--- src/design/pcf_pkg.sv ---
package pcf_pkg;

  // Reset vector location, high byte first
  localparam logic [15:0] VEC_HI_ADDR = 16'hFFFE;
  localparam logic [15:0] VEC_LO_ADDR = 16'hFFFF;
  localparam logic [15:0] PTR_RESET   = 16'h0000;
  localparam logic [15:0] PTR_STEP    = 16'h0001;

  // Condition flag bit positions
  localparam int unsigned FLG_C = 0;
  localparam int unsigned FLG_Z = 1;
  localparam int unsigned FLG_N = 2;
  localparam int unsigned FLG_I = 3;
  localparam int unsigned FLG_H = 4;
  localparam int unsigned FLG_V = 7;
  localparam int unsigned BYTE_MSB = 7;
  localparam int unsigned NIB_CARRY = 4;

  localparam logic [7:0] FLAGS_FIXED = 8'h60;
  localparam logic [7:0] FLAGS_RESET = 8'h68;
  localparam logic [7:0] BYTE_ZERO   = 8'h00;
  localparam logic [7:0] BYTE_ONES   = 8'hFF;
  localparam logic [15:0] WORD_ZERO  = 16'h0000;

  // Decimal adjust constants
  localparam logic [3:0] BCD_DIGIT_MAX = 4'h9;
  localparam logic [7:0] BCD_BYTE_MAX  = 8'h99;
  localparam logic [7:0] BCD_LO_FIX    = 8'h06;
  localparam logic [7:0] BCD_HI_FIX    = 8'h60;

  // Register port map
  localparam logic [3:0] REG_FLAGS  = 4'h0;
  localparam logic [3:0] REG_PTR_LO = 4'h1;
  localparam logic [3:0] REG_PTR_HI = 4'h2;
  localparam logic [3:0] REG_STATUS = 4'h3;
  localparam int unsigned STAT_BUSY    = 0;
  localparam int unsigned STAT_INHIBIT = 1;

  typedef enum logic [3:0] {
    OP_NONE     = 4'h0,
    OP_FETCH    = 4'h1,
    OP_REGONLY  = 4'h2,
    OP_IMM8     = 4'h3,
    OP_IMM16    = 4'h4,
    OP_OFFSET   = 4'h5,
    OP_JUMP     = 4'h6,
    OP_FLAGS    = 4'h7,
    OP_MASK_SET = 4'h8,
    OP_MASK_CLR = 4'h9,
    OP_DECADJ   = 4'hA,
    OP_BOUNDARY = 4'hB
  } pcf_op_t;

  typedef enum logic [2:0] {
    K_ADD    = 3'h0,
    K_ADC    = 3'h1,
    K_SUB    = 3'h2,
    K_SBC    = 3'h3,
    K_LOGIC  = 3'h4,
    K_LOAD16 = 3'h5,
    K_SHIFT  = 3'h6
  } pcf_kind_t;

  typedef enum logic [7:0] {
    ST_RV0  = 8'h01,
    ST_RV1  = 8'h02,
    ST_RV2  = 8'h04,
    ST_RV3  = 8'h08,
    ST_IDLE = 8'h10,
    ST_W1   = 8'h20,
    ST_D1   = 8'h40,
    ST_D2   = 8'h80
  } pcf_state_t;

endpackage : pcf_pkg

--- src/design/pcf_core.sv ---
// Local design decisions: the address-and-strobe port and the placing of the registers.
`timescale 1ns/1ps
module pcf_core
  import pcf_pkg::*;
(
  input  wire logic        REF_CLK,     // 200 MHz core clock
  input  wire logic        RST_B,       // Synchronous reset, active low
  input  wire logic        CLK_EN,      // Freezes all state when low
  input  wire logic        CMD_VALID,   // Command strobe from sequencer
  input  wire pcf_op_t     CMD_OP,      // Command code
  input  wire logic        CMD_COND,    // Branch condition true
  input  wire logic        CMD_CBIT,    // Carry from shift or bit test
  input  wire logic [15:0] CMD_TARGET,  // Change-of-flow target
  input  wire pcf_kind_t   ALU_KIND,    // Flag update kind
  input  wire logic [7:0]  ALU_A,       // Accumulator side operand
  input  wire logic [7:0]  ALU_B,       // Second operand
  input  wire logic [15:0] ALU_W,       // Sixteen-bit loaded value
  input  wire logic        IRQ_REQ,     // Maskable interrupt pending
  input  wire logic [7:0]  MEM_RDATA,   // Memory data, cycle after read
  input  wire logic [3:0]  REG_ADDR,    // Register port address
  input  wire logic [7:0]  REG_WDATA,   // Register port write data
  input  wire logic        REG_WR,      // Register write strobe
  input  wire logic        REG_RD,      // Register read strobe
  output logic [7:0]       REG_RDATA,   // Register read data
  output logic [15:0]      MEM_ADDR,    // Unified bus address
  output logic             MEM_RD,      // Unified bus read strobe
  output logic [15:0]      FETCH_PTR,   // Next fetch pointer
  output logic [7:0]       FLAGS,       // Condition flags
  output logic [15:0]      OPERAND,     // Fetched operand or result
  output logic             DONE,        // Command finished pulse
  output logic             BUSY,        // Fetch sequence running
  output logic             IRQ_GRANT    // Interrupt recognised pulse
);

  pcf_state_t  state;
  pcf_state_t  next_state;
  pcf_op_t     op_q;
  pcf_op_t     next_op;
  logic [15:0] next_fetch_pointer;
  logic [15:0] fetch_pointer;
  logic [7:0]  condition_flags;
  logic [7:0]  next_flags;
  logic [15:0] mem_addr;
  logic [15:0] next_mem_addr;
  logic        mem_rd;
  logic        next_mem_rd;
  logic [15:0] operand;
  logic [15:0] next_operand;
  logic        done;
  logic        next_done;
  logic        busy;
  logic        next_busy;
  logic        grant;
  logic        next_grant;
  logic        inhibit;
  logic        next_inhibit;
  logic        cond_q;
  logic        next_cond;
  logic [7:0]  hi_byte;
  logic [7:0]  next_hi;
  logic [7:0]  rdata;
  logic [7:0]  next_rdata;

  logic [8:0]  add9;
  logic [8:0]  sub9;
  logic        cin;
  logic [7:0]  alu_flags;
  logic [7:0]  alu_res;
  logic [7:0]  daa_fix;
  logic [7:0]  daa_res;
  logic [7:0]  daa_flags;
  logic        take;

  assign take = CMD_VALID && (state == ST_IDLE);

  // Flag arithmetic for the command now offered
  always_comb begin
    cin = ((ALU_KIND == K_ADC) || (ALU_KIND == K_SBC)) ?
          condition_flags[FLG_C] : 1'b0;
    add9 = {1'b0, ALU_A} + {1'b0, ALU_B} + {8'h00, cin};
    sub9 = {1'b0, ALU_A} - {1'b0, ALU_B} - {8'h00, cin};
    alu_flags = condition_flags;
    alu_res = ALU_A;
    unique case (ALU_KIND)
      K_ADD, K_ADC: begin
        alu_res = add9[7:0];
        alu_flags[FLG_C] = add9[8];
        alu_flags[FLG_V] = (ALU_A[BYTE_MSB] == ALU_B[BYTE_MSB]) &&
                           (alu_res[BYTE_MSB] != ALU_A[BYTE_MSB]);
        alu_flags[FLG_H] = ALU_A[NIB_CARRY] ^ ALU_B[NIB_CARRY] ^
                           alu_res[NIB_CARRY];
      end
      K_SUB, K_SBC: begin
        alu_res = sub9[7:0];
        alu_flags[FLG_C] = sub9[8];
        alu_flags[FLG_V] = (ALU_A[BYTE_MSB] != ALU_B[BYTE_MSB]) &&
                           (alu_res[BYTE_MSB] != ALU_A[BYTE_MSB]);
      end
      K_LOGIC: begin
        alu_flags[FLG_V] = 1'b0;
      end
      K_LOAD16: begin
        alu_flags[FLG_V] = 1'b0;
      end
      K_SHIFT: begin
        alu_flags[FLG_C] = CMD_CBIT;
      end
      default: begin
        alu_res = ALU_A;
      end
    endcase
    if (ALU_KIND == K_LOAD16) begin
      alu_flags[FLG_N] = ALU_W[15];
      alu_flags[FLG_Z] = (ALU_W == WORD_ZERO);
    end else begin
      alu_flags[FLG_N] = alu_res[BYTE_MSB];
      alu_flags[FLG_Z] = (alu_res == BYTE_ZERO);
    end
    // Decimal correction of a prior binary add
    daa_fix = BYTE_ZERO;
    daa_flags = condition_flags;
    if (condition_flags[FLG_H] || (ALU_A[3:0] > BCD_DIGIT_MAX)) begin
      daa_fix = daa_fix | BCD_LO_FIX;
    end
    if (condition_flags[FLG_C] || (ALU_A > BCD_BYTE_MAX)) begin
      daa_fix = daa_fix | BCD_HI_FIX;
      daa_flags[FLG_C] = 1'b1;
    end
    daa_res = ALU_A + daa_fix;
    daa_flags[FLG_N] = daa_res[BYTE_MSB];
    daa_flags[FLG_Z] = (daa_res == BYTE_ZERO);
  end

  always_comb begin
    next_state = state;
    next_op = op_q;
    next_fetch_pointer = fetch_pointer;
    next_flags = condition_flags;
    next_mem_addr = mem_addr;
    next_mem_rd = 1'b0;
    next_operand = operand;
    next_done = 1'b0;
    next_grant = 1'b0;
    next_inhibit = inhibit;
    next_cond = cond_q;
    next_hi = hi_byte;
    unique case (state)
      // Vector fetch: two reads back to back, data one cycle behind
      ST_RV0: begin
        next_mem_rd = 1'b1;
        next_mem_addr = VEC_HI_ADDR;
        next_state = ST_RV1;
      end
      ST_RV1: begin
        next_mem_rd = 1'b1;
        next_mem_addr = VEC_LO_ADDR;
        next_state = ST_RV2;
      end
      ST_RV2: begin
        next_hi = MEM_RDATA;
        next_state = ST_RV3;
      end
      ST_RV3: begin
        next_fetch_pointer = {hi_byte, MEM_RDATA};
        next_state = ST_IDLE;
      end
      ST_IDLE: begin
        if (CMD_VALID) begin
          next_op = CMD_OP;
          next_cond = CMD_COND;
          next_done = 1'b1;
          unique case (CMD_OP)
            OP_FETCH, OP_IMM8, OP_IMM16, OP_OFFSET: begin
              // Same bus reaches memory, registers and ports
              next_mem_rd = 1'b1;
              next_mem_addr = fetch_pointer;
              next_fetch_pointer = fetch_pointer + PTR_STEP;
              next_done = 1'b0;
              next_state = ST_W1;
            end
            OP_JUMP: begin
              next_fetch_pointer = CMD_TARGET;
            end
            OP_FLAGS: begin
              next_flags = alu_flags;
              next_operand = {BYTE_ZERO, alu_res};
            end
            OP_DECADJ: begin
              next_flags = daa_flags;
              next_operand = {BYTE_ZERO, daa_res};
            end
            OP_MASK_SET: begin
              // Issued by the sequencer once stacking is over
              next_flags[FLG_I] = 1'b1;
            end
            OP_MASK_CLR: begin
              next_flags[FLG_I] = 1'b0;
              next_inhibit = 1'b1;
            end
            OP_BOUNDARY: begin
              next_grant = IRQ_REQ && !condition_flags[FLG_I] &&
                           !inhibit;
              next_inhibit = 1'b0;
            end
            default: begin
              // Register-only and idle codes touch no memory
              next_mem_rd = 1'b0;
            end
          endcase
        end
      end
      ST_W1: begin
        if (op_q == OP_IMM16) begin
          next_mem_rd = 1'b1;
          next_mem_addr = fetch_pointer;
          next_fetch_pointer = fetch_pointer + PTR_STEP;
        end
        next_state = ST_D1;
      end
      ST_D1: begin
        if (op_q == OP_IMM16) begin
          next_hi = MEM_RDATA;
          next_state = ST_D2;
        end else begin
          next_operand = {BYTE_ZERO, MEM_RDATA};
          next_done = 1'b1;
          next_state = ST_IDLE;
          if ((op_q == OP_OFFSET) && cond_q) begin
            next_fetch_pointer = fetch_pointer
                               + {{8{MEM_RDATA[BYTE_MSB]}}, MEM_RDATA};
          end else begin
            // Pointer already stands past the offset byte
            next_fetch_pointer = fetch_pointer;
          end
        end
      end
      ST_D2: begin
        next_operand = {hi_byte, MEM_RDATA};
        next_done = 1'b1;
        next_state = ST_IDLE;
      end
      default: begin
        next_state = ST_RV0;
      end
    endcase
    // Software write to the flag register, fixed bits forced high
    if (REG_WR && (REG_ADDR == REG_FLAGS)) begin
      next_flags = REG_WDATA;
    end
    next_flags = next_flags | FLAGS_FIXED;
    next_busy = (next_state != ST_IDLE);
    unique case (REG_ADDR)
      REG_FLAGS:  next_rdata = condition_flags | FLAGS_FIXED;
      REG_PTR_LO: next_rdata = fetch_pointer[7:0];
      REG_PTR_HI: next_rdata = fetch_pointer[15:8];
      REG_STATUS: begin
        next_rdata = BYTE_ZERO;
        next_rdata[STAT_BUSY] = busy;
        next_rdata[STAT_INHIBIT] = inhibit;
      end
      default:    next_rdata = BYTE_ZERO;
    endcase
    if (!REG_RD) begin
      next_rdata = BYTE_ZERO;
    end
  end

  always_ff @(posedge REF_CLK) begin
    if (!RST_B) begin
      state           <= ST_RV0;
      op_q            <= OP_NONE;
      fetch_pointer   <= PTR_RESET;
      condition_flags <= FLAGS_RESET;
      mem_addr        <= WORD_ZERO;
      mem_rd          <= 1'b0;
      operand         <= WORD_ZERO;
      done            <= 1'b0;
      busy            <= 1'b1;
      grant           <= 1'b0;
      inhibit         <= 1'b0;
      cond_q          <= 1'b0;
      hi_byte         <= BYTE_ZERO;
      rdata           <= BYTE_ZERO;
    end else if (CLK_EN) begin
      state           <= next_state;
      op_q            <= next_op;
      fetch_pointer   <= next_fetch_pointer;
      condition_flags <= next_flags;
      mem_addr        <= next_mem_addr;
      mem_rd          <= next_mem_rd;
      operand         <= next_operand;
      done            <= next_done;
      busy            <= next_busy;
      grant           <= next_grant;
      inhibit         <= next_inhibit;
      cond_q          <= next_cond;
      hi_byte         <= next_hi;
      rdata           <= next_rdata;
    end
  end

  assign REG_RDATA = rdata;
  assign MEM_ADDR  = mem_addr;
  assign MEM_RD    = mem_rd;
  assign FETCH_PTR = fetch_pointer;
  assign FLAGS     = condition_flags;
  assign OPERAND   = operand;
  assign DONE      = done;
  assign BUSY      = busy;
  assign IRQ_GRANT = grant;
endmodule : pcf_core

--- config.mk ---
export PLATFORM = sky130hd
export DESIGN_NAME = pcf_core
export DESIGN_NICKNAME = d
export VERILOG_FILES = /design/src/design/pcf_pkg.sv /design/src/design/pcf_core.sv
export SDC_FILE = /design/constraint.sdc
export NUM_CORES = 1
export LEC_CHECK = 0
export ABC_AREA = 1
export BUFFER_PORTS_ARGS = -buffer_cell sky130_fd_sc_hd__clkbuf_2
export CAP_MARGIN = 30
export CORE_UTILIZATION = 55
export DETAILED_ROUTE_END_ITERATION = 16
export HOLD_SLACK_MARGIN = 0.06
export MAX_ROUTING_LAYER = met4
export PLACE_DENSITY = 0.81
export SLEW_MARGIN = 20
export SYNTH_ARGS = -nofsm -noshare
export SYNTH_HDL_FRONTEND = slang
export SYNTH_SLANG_ARGS = --single-unit
--- constraint.sdc ---
create_clock -name REF_CLK -period 7.34 [get_ports REF_CLK]
set_input_delay 1.468 -clock REF_CLK [delete_from_list [all_inputs] [get_ports REF_CLK]]
set_output_delay 1.468 -clock REF_CLK [all_outputs]
set_load 0.005 [all_outputs]
# Word-level counts from Yosys, hierarchy flattened
# Index checks and enable logic that the tools add are counted.
[classes]
bitwise_logic = 2
eq_ne = 44
n_addsub = 7
mux = 49
n_lt_le_gt_ge = 2
reduce_logical = 45
[ops]
columns = ["cell", "count"]
rows = [
  ["$mux 16", 9],
  ["$pmux 16 s4", 2],
  ["$mux 8", 8],
  ["$pmux 16 s2", 2],
  ["$pmux 8 s7", 1],
  ["$pmux 16 s3", 1],
  ["$pmux 8 s2", 2],
  ["$pmux 8 s4", 1],
  ["$eq 4x3->1 const B", 6],
  ["$reduce_and 5->1", 4],
  ["$add 16x1->16 const B", 1],
  ["$add 16x16->16", 1],
  ["$eq 4x4->1 const B", 4],
  ["$logic_not 16->1", 1],
  ["$logic_not 8->1", 2],
  ["$eq 4x2->1 const B", 3],
  ["$mux 1", 12],
  ["$pmux 1 s3", 4],
  ["$reduce_and 4->1", 3],
  ["$reduce_bool 2->1", 6],
  ["$reduce_bool 4->1", 3],
  ["$ne 2x2->1 const B", 5],
  ["$reduce_or 2->1", 5],
  ["$add 8x8->9", 1],
  ["42 further kinds", 62],
]
[word_totals]
out_inout_bits = 68
input_bits = 84
register_bits = 88
word_cells = 167

# Depth between registers and ports, before layout
# Gate-level depths: netlist of run 1.
[logic_depth]
depth_word = 11
mapped_depth = 19
ltp_nobuf = 19

# Worst setup path before layout of run 1
# OpenSTA, ideal clock, no wires.
[synth_path]
kind = "input to register"
startpoint = "in ALU_KIND[2]"
endpoint = "reg condition_flags[0], in the netlist FLAGS[0]"
stages = 17
setup_time_ns = 0.070
arrival_time_ns = 3.740
path_buffers = 1
path_slack_ns = 3.530
t_required_ns = 7.270
path_cell_list = "buf_2 > nor3_1 > inv_1 > fa_1 > fa_1 > inv_1 > nand2_1 > nand2_1 > nand2_1 > nand4_1 > o211ai_1 > or2_2 > nand3_1 > nand2_1 > nand2_1 > nand2_1 > a21oi_1"
[synth_between]
elab_chain_cells = 9
word_cells_on_any_way = 18
classes_between = "add/sub: 2; eq/ne: 5; mux: 6; reduce/logical: 5"
[synth_rtl]
columns = ["item", "line", "text"]
rows = [
  ["from (decl)", "pcf_core.sv:14", "input wire pcf_kind_t ALU_KIND,"],
  ["$eq 3x1->1 or $eq 3x2->1 (tied branches)", "pcf_core.sv:78, pcf_core.sv:84", ""],
  ["$logic_or 1x1->1", "pcf_core.sv:78", "cin = ((ALU_KIND == K_ADC) || (ALU_KIND == K_SBC)) ?"],
  ["$mux 1", "pcf_core.sv:78", ""],
  ["$sub 9x1->9 or $add 9x1->9 (tied branches)", "pcf_core.sv:81, pcf_core.sv:80", ""],
  ["$pmux 1 s3", "pcf_core.sv:84", "unique case (ALU_KIND)"],
  ["$pmux 3 s2", "pcf_core.sv:172", "unique case (CMD_OP)"],
  ["$mux 8", "pcf_core.sv:168", "if (CMD_VALID) begin"],
  ["$mux 8", "pcf_core.sv:147", "unique case (state)"],
  ["$mux 8", "pcf_core.sv:247", "if (REG_WR && (REG_ADDR == REG_FLAGS)) begin"],
  ["to (signal assigned)", "pcf_core.sv:288", "condition_flags <= next_flags;"],
  ["to (decl)", "pcf_core.sv:41", "logic [7:0] condition_flags;"],
]
# Several ways; a longest one is shown, not always the timed one. The select of a mux whose other input is x is not followed.
# A chain may end at the register's enable or synchronous reset.

# Worst setup path after layout of run 1
# Same ends and word-level chain as after synthesis.

==> results of run 1 <==
cells in the final DEF, fill, tap and decap left out, types with 3 or more instances in the layout:
master / count
a21oi_1: 90
o21ai_0: 72
nand2_1: 244
o211ai_1: 18
nand3_4: 3
inv_2: 6
fa_1: 6
xor2_1: 9
o21ai_1: 9
nand2_4: 4
clkbuf_16: 9
a21o_1: 4
inv_4: 7
ha_1: 41
nand2_2: 8
o21bai_1: 5
dfxtp_1: 88
inv_1: 114
nand3b_1: 9
nand4_1: 28
o2111ai_1: 3
or2_2: 7
a211oi_1: 4
clkbuf_2: 147
nand3_1: 87
nor3_1: 21
a31oi_1: 17
a21oi_2: 6
nor2_1: 100
nor2_2: 15
per-stage QoR:
stage / utilization [%] / hold WS (ns)
after floorplan: - / 0.431
after global placement: 63.9 / 0.453
after detailed placement: 63.9 / 0.458
after CTS: 66.3 / 0.468
after global routing: 66.3 / 0.484
final: 66.3 / 0.465
Yosys cell counts (7+ instances only):
master / instances / area, µm²
a31oi_1: 17 / 106
nor2_2: 15 / 93.8
nand4_1: 28 / 175
xor2_1: 9 / 78.8
nand2_2: 8 / 50.1
o21ai_1: 9 / 45.0
nor3_1: 21 / 105
a21oi_1: 90 / 450
dfxtp_1: 88 / 1760
o211ai_1: 18 / 135
nand2_1: 244 / 916
nand3b_1: 9 / 67.6
o21ai_0: 72 / 360
nor2_1: 100 / 375
or2_2: 7 / 43.8
ha_1: 41 / 513
inv_1: 114 / 428
clkbuf_1: 14 / 52.6
inv_4: 7 / 43.8
nand3_1: 87 / 435
power by group:
group	switching, µW	internal [µW]	total, µW
logic	170	97.6	268
registers	12.5	492	505
clock network	211	253	463
worst max-delay path: stages:
cell	delay (ns)
clkbuf_2	0.19
nor3_1	0.47
inv_1	0.12
fa_1	0.43
fa_1	0.43
inv_1	0.07
nand2_1	0.06
nand2_1	0.08
nand2_1	0.07
nand4_1	0.08
o211ai_1	0.10
or2_2	0.28
nand3_1	0.08
nand2_1	0.06
nand2_1	0.05
nand2_1	0.04
a21oi_1	0.12
worst max path at each step:
stage / end
global placement: FLAGS[0]
finish: FLAGS[0]
global route: FLAGS[0]
CTS: FLAGS[0]
detailed placement: FLAGS[0]
floorplan: FLAGS[0]
cells by family (layout without fill, tap and decap cells):
| family | Yosys count | count (layout) | share of synthesized area [%] |
|---|---|---|---|
| flip-flops | 88 | 88 | 25.0 |
| XOR/XNOR | 9 | 9 | 1.12 |
| AO/OA/AOI/OAI | 244 | 244 | 20.3 |
| AND/OR/NAND/NOR | 537 | 537 | 34.9 |
| other | 1 | 2 | 0.0533 |
| buffers and inverters | 158 | 294 | 9.52 |
| adder cells (fa/ha/maj) | 47 | 47 | 9.00 |
layout make-up:
class                           instances  area share [%]
Multi-Input combinational cell        839            56.7
Sequential cell                        88            21.7
Timing Repair Buffer                  149            9.24
Inverter                              129            6.18
Clock buffer                           12            3.16
Tap cell                              168            2.59
Clock inverter                          4           0.447
routing by layer:
metal / GRT usage [%] / vias up
met5: - / -
met4: 16.5 / 0
met3: 6.69 / 58
met2: 55.4 / 354
met1: 42.0 / 3578
li1: - / 3942
sequential cells by signal, indices dropped and copies added, names as in the netlist:
name / flops
MEM_RD: 1
hi_byte: 8
IRQ_GRANT: 1
state: 8
OPERAND: 16
FLAGS: 6
BUSY: 1
FETCH_PTR: 16
DONE: 1
inhibit: 1
cond_q: 1
op_q: 4
REG_RDATA: 8
MEM_ADDR: 16
==> summary.md, run 1 <==
| Metric | Value |
|---|---|
| Number of remaining DRC errors | 0 |
| Number of hold buffers added after cts | 0 |
| RD Place Congestion | slightly below 1 |
| Area added between synthesis and finish | 15.5% |
| Seq. cell area | about 1800 µm² |
| Min-Delay Path Class | reg2reg |
| Diode count | 0 |
| RSZ-0062 raised after global routing | no |
| Routed WL per cell | 15.6 µm |
| I/O pin count | 152 |
| # clock sinks | 88 |
| Startpoint Class | input pin |
| End of the worst hold path | OPERAND[9] |
| Crit path DAT | 4.23 ns |
| Finished Cell Area | 8120 µm² |
| H-tree levels | 3 |
| CTS tree | built |
| Main synth FF type | dfxtp_1 |
| Worst setup margin | 3.41 ns |
| Pre-CTS setup slack | 3.06 ns |
| Final HPWL DP | 17.1 mm |
| Ys Warns | 0 |
| FF+latch count, synth | 88 |
| Number of global-route vias before repair | 7239 |
| Die Ht | between 100 and 150 µm |
| Die Area | about 13000 µm² |
| PostCTS Resize Cnt | 0 |
| HP Start | OPERAND[9] |
| Capturing point of the worst reg2reg path | FLAGS[0] |
| Starting DRT DRC Count | 616 |
| R2R depth | 17 |
| Post-CTS Setup Inserts | 0 |
| Crit share post-route | 53.6% |
| Bufs on Longest Clock Path | 2 |
| VDD IR max | between 0.0001 and 0.00015 V |
| Initial Utilization | 57.4% |
| Fillers | between 1000 and 1500 |
| Total power | 1240 µW |
| Share of layout cells above drive strength 1 | 18.8% |
| Gr usage total | 34.7% |
| Fin Clk Skew | 0.00893 ns |
| Max-Cap Viols | 0 |
| Setup CP Type | in2reg |
| Critical path fanouts, max | 11 |
| Router iterations before antenna repair | 6 |
| Non-filler cells, final | 1389 |
| Number of instances in the placed design | ~1400 |
| WHS Path Cells | 2 |
| Vias | 7932 |
| Mean area per synthesized cell | ~6.5 µm² |
| Asr flop ratio synth | 0% |
| Max Clk Rate | 0.254 GHz |
| CTS root buffer | clkbuf_16 |
| Nature of the critical path endpoint | flip-flop |
| Global route total overflow | 0 |
| P_leak | 0.00382 µW |
| Antenna-violating nets left | 0 |
| DR WL met2 | between 10 and 15 mm |
| Synth Instances | 1084 |
| Synth unique cells | 59 |
| Core ar. | 12300 µm² |
| Final setup fails | 0 |
| Cts bufs inserted | 9 |
| Setup crit start | ALU_KIND[2] |
| Highest metal used | met4 |
| Flop-to-flop setup slack | 4.25 ns |
| Synth Cell Area | 7030 µm² |
| Least-Margin Pin Slew | ~0.93 ns |
| Worst r2r src | FLAGS[0] |
| Largest net degree at the start of global routing | 51 |
| First-pass GRT wire length | between 30 and 40 mm |
| Met1 WL | 9.34 mm |
| Vias/cell | 5.71 |
| Final Slew Violations | 0 |
| Multi-input logic area | 4610 µm² |
| PwrDens | between 150 and 200 nW/µm² |
| Setup TNS | 0 ns |
| Sequential-to-total area share from yosys stat | 25.0% |
| Drt total wl | 21.7 mm |
| Rel. slew slack | 37.7% |
| WL met3 | 1.57 mm |
| Die W | 115 µm |
| Post-Place Cell Area | 7830 µm² |
| CP Data Required Time | 7.64 ns |
| Final net count | 1347 |
| Clock latency on the worst-skew pair | 0.36 ns |
| EDFF count, synth | 0 |
| Reg clk slew, reported paths | 0.07 ns |
| Status | finished, final reports clean |
| Initial antenna violation count | 0 |
| Buffers on Ports | 147 |
| Std cell rows | 40 |
| Period minus WS final | 3.93 ns |
| Fin. Hold Viols | 0 |
Power figures use the tool's default switching activity.
==> run 2: changes to the inputs <==
==> constraint.sdc (replaced) <==
create_clock -name REF_CLK -period 3.9 [get_ports REF_CLK]
set_input_delay 0.78 -clock REF_CLK [delete_from_list [all_inputs] [get_ports REF_CLK]]
set_output_delay 0.78 -clock REF_CLK [all_outputs]
set_load 0.005 [all_outputs]
==> run 2 against run 1 <==
  * First-iteration DRC count grew 23%
  * Routed wire length grew 2.4%
  * Design area grew 0.89%
  * Combinational power grew 89%
  * Sequential share of layout area shrank 0.19 points
  * Register-to-register slack lost 3.4 ns
  * Critical endpoint unchanged
  * Largest cell class unchanged
  * Largest power group is now clock
==> summary.md, run 2 (same netlist as run 1, synthesis figures left out) <==
| Metric | Value |
|---|---|
| Die Area | roughly 13000 µm² |
| Fin. Hold Viols | 0 |
| Max Clk Rate | between 0.3 and 0.4 GHz |
| Largest delay contributor family on the critical path | simple AND/OR/NAND/NOR gates |
| Slowest stage cell, crit path | nor3_1 |
| Fin Clk Skew | 0.00867 ns |
| Max-Cap Viols | 0 |
| WHS Path Cells | 2 |
| Number of instances in the placed design | 1375 |
| H-tree levels | 3 |
| Largest net degree at the start of global routing | 49 |
| RSZ-0062 raised after global routing | no |
| VDD IR max | approximately 0.0002 V |
| Setup TNS | 0 ns |
| Drt total wl | about 22 mm |
| First-pass GRT wire length | 36.1 mm |
| Number of hold buffers added after cts | 0 |
| CP Data Required Time | 4.20 ns |
| Core ar. | 12300 µm² |
| Final Slew Violations | 0 |
| Final core occ | 66.8% |
| Initial Utilization | 57.4% |
| Global route total overflow | 0 |
| # clock sinks | just under 90 |
| R2R depth | 17 |
| Final net count | approximately 1300 |
| Clock latency on the worst-skew pair | 0.36 ns |
| Least-Margin Pin Slew | ~0.86 ns |
| Final HPWL DP | 17.4 mm |
| Gr usage total | about 36% |
| Bufs on Longest Clock Path | 2 |
| Crit share post-route | just over 80% |
| Most frequent cells in the layout | nand2_1, clkbuf_2, inv_1, nor2_1, a21oi_1 |
| Logic depth of the worst path, buffers included | 17 |
| CP max stage delay | 0.46 ns |
| Vias | approximately 8000 |
| Vias/cell | 5.77 |
| Startpoint Class | input pin |
| Routed WL per cell | around 16 µm |
| Crit path cell chain | clkbuf_2, nor3_1, inv_1, fa_1, fa_1, inv_1, nand2_1, nand2_1, nand2_1, nand4_1, o211ai_1, or2_2, nand3_1, nand2_1, nand2_1, nand2_1, a21oi_1 |
| Final setup fails | 0 |
| Cts bufs inserted | 9 |
| Router iterations before antenna repair | 9 |
| Seq. cell area | 1760 µm² |
| Critical path fanouts, max | 11 |
| P_leak | 0.00386 µW |
| Std cell rows | 40 |
| Number of global-route vias before repair | 7364 |
| CTS tree | built |
| Multi-input logic area | 4610 µm² |
| Initial antenna violation count | 0 |
| Post-CTS Setup Inserts | 0 |
| Reg clk slew, reported paths | 0.07 ns |
| Crit path DAT | 3.49 ns |
| Diode count | 0 |
| Setup CP Type | in2reg |
| Commonest non-fill, non-tap cell in the layout | nand2_1 |
| Starting DRT DRC Count | between 700 and 800 |
| Die Ht | 115 µm |
| Fillers | around 1200 |
| CTS root buffer | clkbuf_16 |
| Antenna-violating nets left | 0 |
| PostCTS Resize Cnt | 0 |
| Nature of the critical path endpoint | flip-flop |
| Rel. slew slack | 42.6% |
| Buffers on Ports | 147 |
| CP Buf/Inv Count | 3 |
| Period minus WS final | 3.19 ns |
| Die W | approximately 120 µm |
| Number of remaining DRC errors | 0 |
| Status | finished, final reports clean |
| I/O pin count | 152 |
| Min-Delay Path Class | reg2reg |
| CP dominant cell by count | nand2_1 |
| Area added between synthesis and finish | 16.5% |
| PwrDens | 304 nW/µm² |
| RD Place Congestion | 0.951 |
| Non-filler cells, final | 1391 |
| Share of layout cells above drive strength 1 | between 10% and 20% |
==> run 2: final cells by class <==
| class | instances | share of cell area, % |
|---|---|---|
| Multi-Input combinational cell | 839 | 56.2 |
| Sequential cell | 88 | 21.5 |
| Timing Repair Buffer | 151 | 9.34 |
| Inverter | 129 | 6.12 |
| Clock buffer | 9 | 2.75 |
| Tap cell | 168 | 2.56 |
| Clock inverter | 7 | 1.53 |
==> run 2: worst register-to-register path, delay by kind of cell (launching register included) <==
kind            cells  cell delay, ns
simple gates       10            1.22
compound gates      2            0.23
buf+inv             3            0.31
fa+ha+maj           2            0.84
flops               1            0.37
==> run 2: stage by stage <==
| step | instance area, µm² | hold slack (ns) | power (µW) | setup slack, ns |
|---|---|---|---|---|
| after detailed placement | 7850 | 0.457 | 1470 | 0.361 |
| after CTS | 8200 | 0.466 | 2480 | 0.721 |
| final | 8200 | 0.464 | 2490 | 0.705 |
| after floorplan | 7040 | 0.431 | 1300 | 0.778 |
| after global placement | 7850 | 0.453 | 1460 | 0.398 |
| after global routing | 8200 | 0.491 | 2600 | 0.451 |
==> run 2: per-layer routing <==
metal	wire length (µm)	GRT usage, %	part of all wire (%)
met3	1560	5.48	7.0
met5	0	-	0
met4	845	15.5	3.8
met1	9370	44.7	42
met2	10400	58.0	47
==> run 2: worst paths after layout <==
kind / start / endpoint / slack [ns]
setup / recovery: ALU_KIND[2] / FLAGS[0] / 0.71
hold / removal: OPERAND[14] / OPERAND[14] / 0.46
setup reg to reg: FLAGS[0] / FLAGS[0] / 0.86
hold reg to reg: OPERAND[14] / OPERAND[14] / 0.46
==> run 2: where the power goes <==
part           switching (µW)  internal [µW]
clock                     399            633
combinational             322            185
sequential               24.5            926
total                     746           1740
==> run 3: changes to the inputs <==
--- a/config.mk
+++ b/config.mk
@@ -8,11 +8,11 @@
 export ABC_AREA = 1
 export BUFFER_PORTS_ARGS = -buffer_cell sky130_fd_sc_hd__clkbuf_2
 export CAP_MARGIN = 30
-export CORE_UTILIZATION = 55
+export CORE_UTILIZATION = 51
 export DETAILED_ROUTE_END_ITERATION = 16
 export HOLD_SLACK_MARGIN = 0.06
 export MAX_ROUTING_LAYER = met4
-export PLACE_DENSITY = 0.81
+export PLACE_DENSITY = 0.78
 export SLEW_MARGIN = 20
 export SYNTH_ARGS = -nofsm -noshare
 export SYNTH_HDL_FRONTEND = slang
==> constraint.sdc (replaced) <==
create_clock -name REF_CLK -period 2.7 [get_ports REF_CLK]
set_input_delay 0.54 -clock REF_CLK [delete_from_list [all_inputs] [get_ports REF_CLK]]
set_output_delay 0.54 -clock REF_CLK [all_outputs]
set_load 0.005 [all_outputs]
==> run 3 against run 2 <==
  * Sequential share of layout area decreased by 1.1 points
  * Global-route usage fell by 1.7 points
  * Register-to-register slack lost 0.78 ns
  * Worst setup slack worse by 0.62 ns
  * Final cell count grew 4.3%
  * Routed wire length grew 6.6%
  * Utilization decreased by 2.2 points
  * Total power up 47%
  * Die area is 7.7% higher
  * Clock power is 43% higher
  * Clock-buffer cell count up 2
  * Non-clock buffer count increased by 52
  * Largest cell class unchanged
==> summary.md, run 3 (same netlist as run 1, synthesis figures left out) <==
| Metric | Value |
|---|---|
| Global route total overflow | 0 |
| Area added between synthesis and finish | 22.7% |
| Number of hold buffers added after cts | 0 |
| CTS root buffer | clkbuf_16 |
| Crit share post-route | 97.0% |
| RSZ-0062 raised after global routing | yes |
| Fillers | 1309 |
| Antenna-violating nets left | 0 |
| RD Place Congestion | roughly 0.97 |
| Initial Utilization | ~53% |
| Period minus WS final | ~2.6 ns |
| Gr usage total | around a third |
| Worst setup margin | 0.0823 ns |
| Seq. cell area | 1760 µm² |
| Multi-input logic area | 4630 µm² |
| Critical path fanouts, max | 3 |
| Reg clk slew, reported paths | 0.06 ns |
| P_leak | 0.00413 µW |
| Routed WL per cell | 16.3 µm |
| Crit path DAT | 2.91 ns |
| Nature of the critical path endpoint | flip-flop |
| Starting DRT DRC Count | 782 |
| Die Ht | 119 µm |
| Total power | 3660 µW |
| Router iterations before antenna repair | 6 |
| Fin. Hold Viols | 0 |
| Final Slew Violations | 0 |
| Least-Margin Pin Slew | approximately 0.72 ns |
| First-pass GRT wire length | 37.4 mm |
| Finished Cell Area | around 8600 µm² |
| PwrDens | roughly 420 nW/µm² |
| Std cell rows | 42 |
| Number of remaining DRC errors | 0 |
| Max Clk Rate | ~0.38 GHz |
| Final HPWL DP | 18.7 mm |
| Core ar. | 13300 µm² |
| Post-Place Cell Area | 8250 µm² |
| H-tree levels | 3 |
| Final net count | 1401 |
| Vias | just over 8000 |
| Rel. slew slack | 51.5% |
| Buffers on Ports | 147 |
| Status | finished, final reports clean |
| Final setup fails | 0 |
| VDD IR max | between 0.0004 and 0.0005 V |
| Initial antenna violation count | 0 |
| Die W | 119 µm |
| Number of global-route vias before repair | 7531 |
| CTS tree | built |
| Max-Cap Viols | 0 |
| Most frequent cells in the layout | nand2_1, clkbuf_2, inv_1, nor2_1, a21oi_1 |
| Setup CP Type | reg2reg |
| Clock latency on the worst-skew pair | between 0.3 and 0.4 ns |
| Share of layout cells above drive strength 1 | a little under a quarter |
| Commonest non-fill, non-tap cell in the layout | nand2_1 |
| Min-Delay Path Class | in2reg |
| Vias/cell | 5.69 |
| Pre-CTS setup slack | -0.250 ns |
| Diode count | 0 |
| Drt total wl | roughly 24 mm |
| Fin Clk Skew | 0.00646 ns |
| I/O pin count | roughly 150 |
| CP Data Required Time | 2.99 ns |
| Startpoint Class | flip-flop |
| Largest net degree at the start of global routing | 50 |
| Bufs on Longest Clock Path | 2 |
| # clock sinks | 88 |
| Die Area | approximately 14000 µm² |
| Cts bufs inserted | 9 |
## run 3: cell types whose count changed in the layout (fill, tap and decap cells not counted), sizes merged
cell    before  now
clkbuf     156  157
buf          4   57
inv        129  127
## run 3: metrics by stage
step,setup TNS (ns),hold WS (ns),utilization (%),cells
6_report,0,0.418,64.7,1451
5_1_grt,-0.0911,0.461,64.7,1451
4_1_cts,0,0.416,64.4,1448
3_5_place_dp,-1.05,0.458,61.8,1432
3_3_place_gp,-0.761,0.452,61.8,1432
2_1_floorplan,0,0.431,-,1085
## run 3: where the power goes
part           leakage (µW)  switching (µW)  internal, µW
combinational       0.00324             495           334
sequential         0.000714            29.1          1340
clock              0.000170             538           930
## run 3: routing by layer
metal / vias to the layer above / track usage (%) / wire [µm]
li1: 4035 / - / -
met1: 3778 / 41.6 / 9880
met2: 370 / 55.9 / 11100
met3: 76 / 5.56 / 1770
met4: 0 / 15.2 / 946
met5: - / - / 0
## run 3: final cells by class
| class | instances | share of cell area [%] |
|---|---|---|
| Multi-Input combinational cell | 839 | 53.6 |
| Clock buffer | 11 | 2.81 |
| Clock inverter | 5 | 1.20 |
| Sequential cell | 88 | 20.4 |
| Tap cell | 176 | 2.55 |
| Timing Repair Buffer | 203 | 13.6 |
| Inverter | 129 | 5.81 |
## run 3: critical path: stages (launching register included)
cell and delay, ns:
dfxtp_2 0.33, inv_2 0.04, nor3_2 0.12, buf_4 0.15
inv_2 0.04, fa_2 0.38, fa_2 0.42, inv_1 0.06
nand2_1 0.06, nand2_1 0.07, nand2_1 0.08, nand4_1 0.07
o211ai_1 0.10, or2_4 0.27, nand3_2 0.06, nand2_1 0.05
nand2_1 0.06, nand2_1 0.04, a21oi_1 0.14
## run 3: final timing paths
path	to	cells after the start	slack (ns)	startpoint
hold reg to reg	OPERAND[15]	2	0.46	OPERAND[15]
setup reg to reg	FLAGS[0]	18	0.08	FLAGS[0]
setup / recovery	FLAGS[0]	18	0.08	FLAGS[0]
hold / removal	cond_q	3	0.42	CMD_COND
## run 3: timing repair
item                       4_1_cts  5_1_grt
resized for setup                0       14
setup buffers                    0        3
setup endpoints to repair        0        5
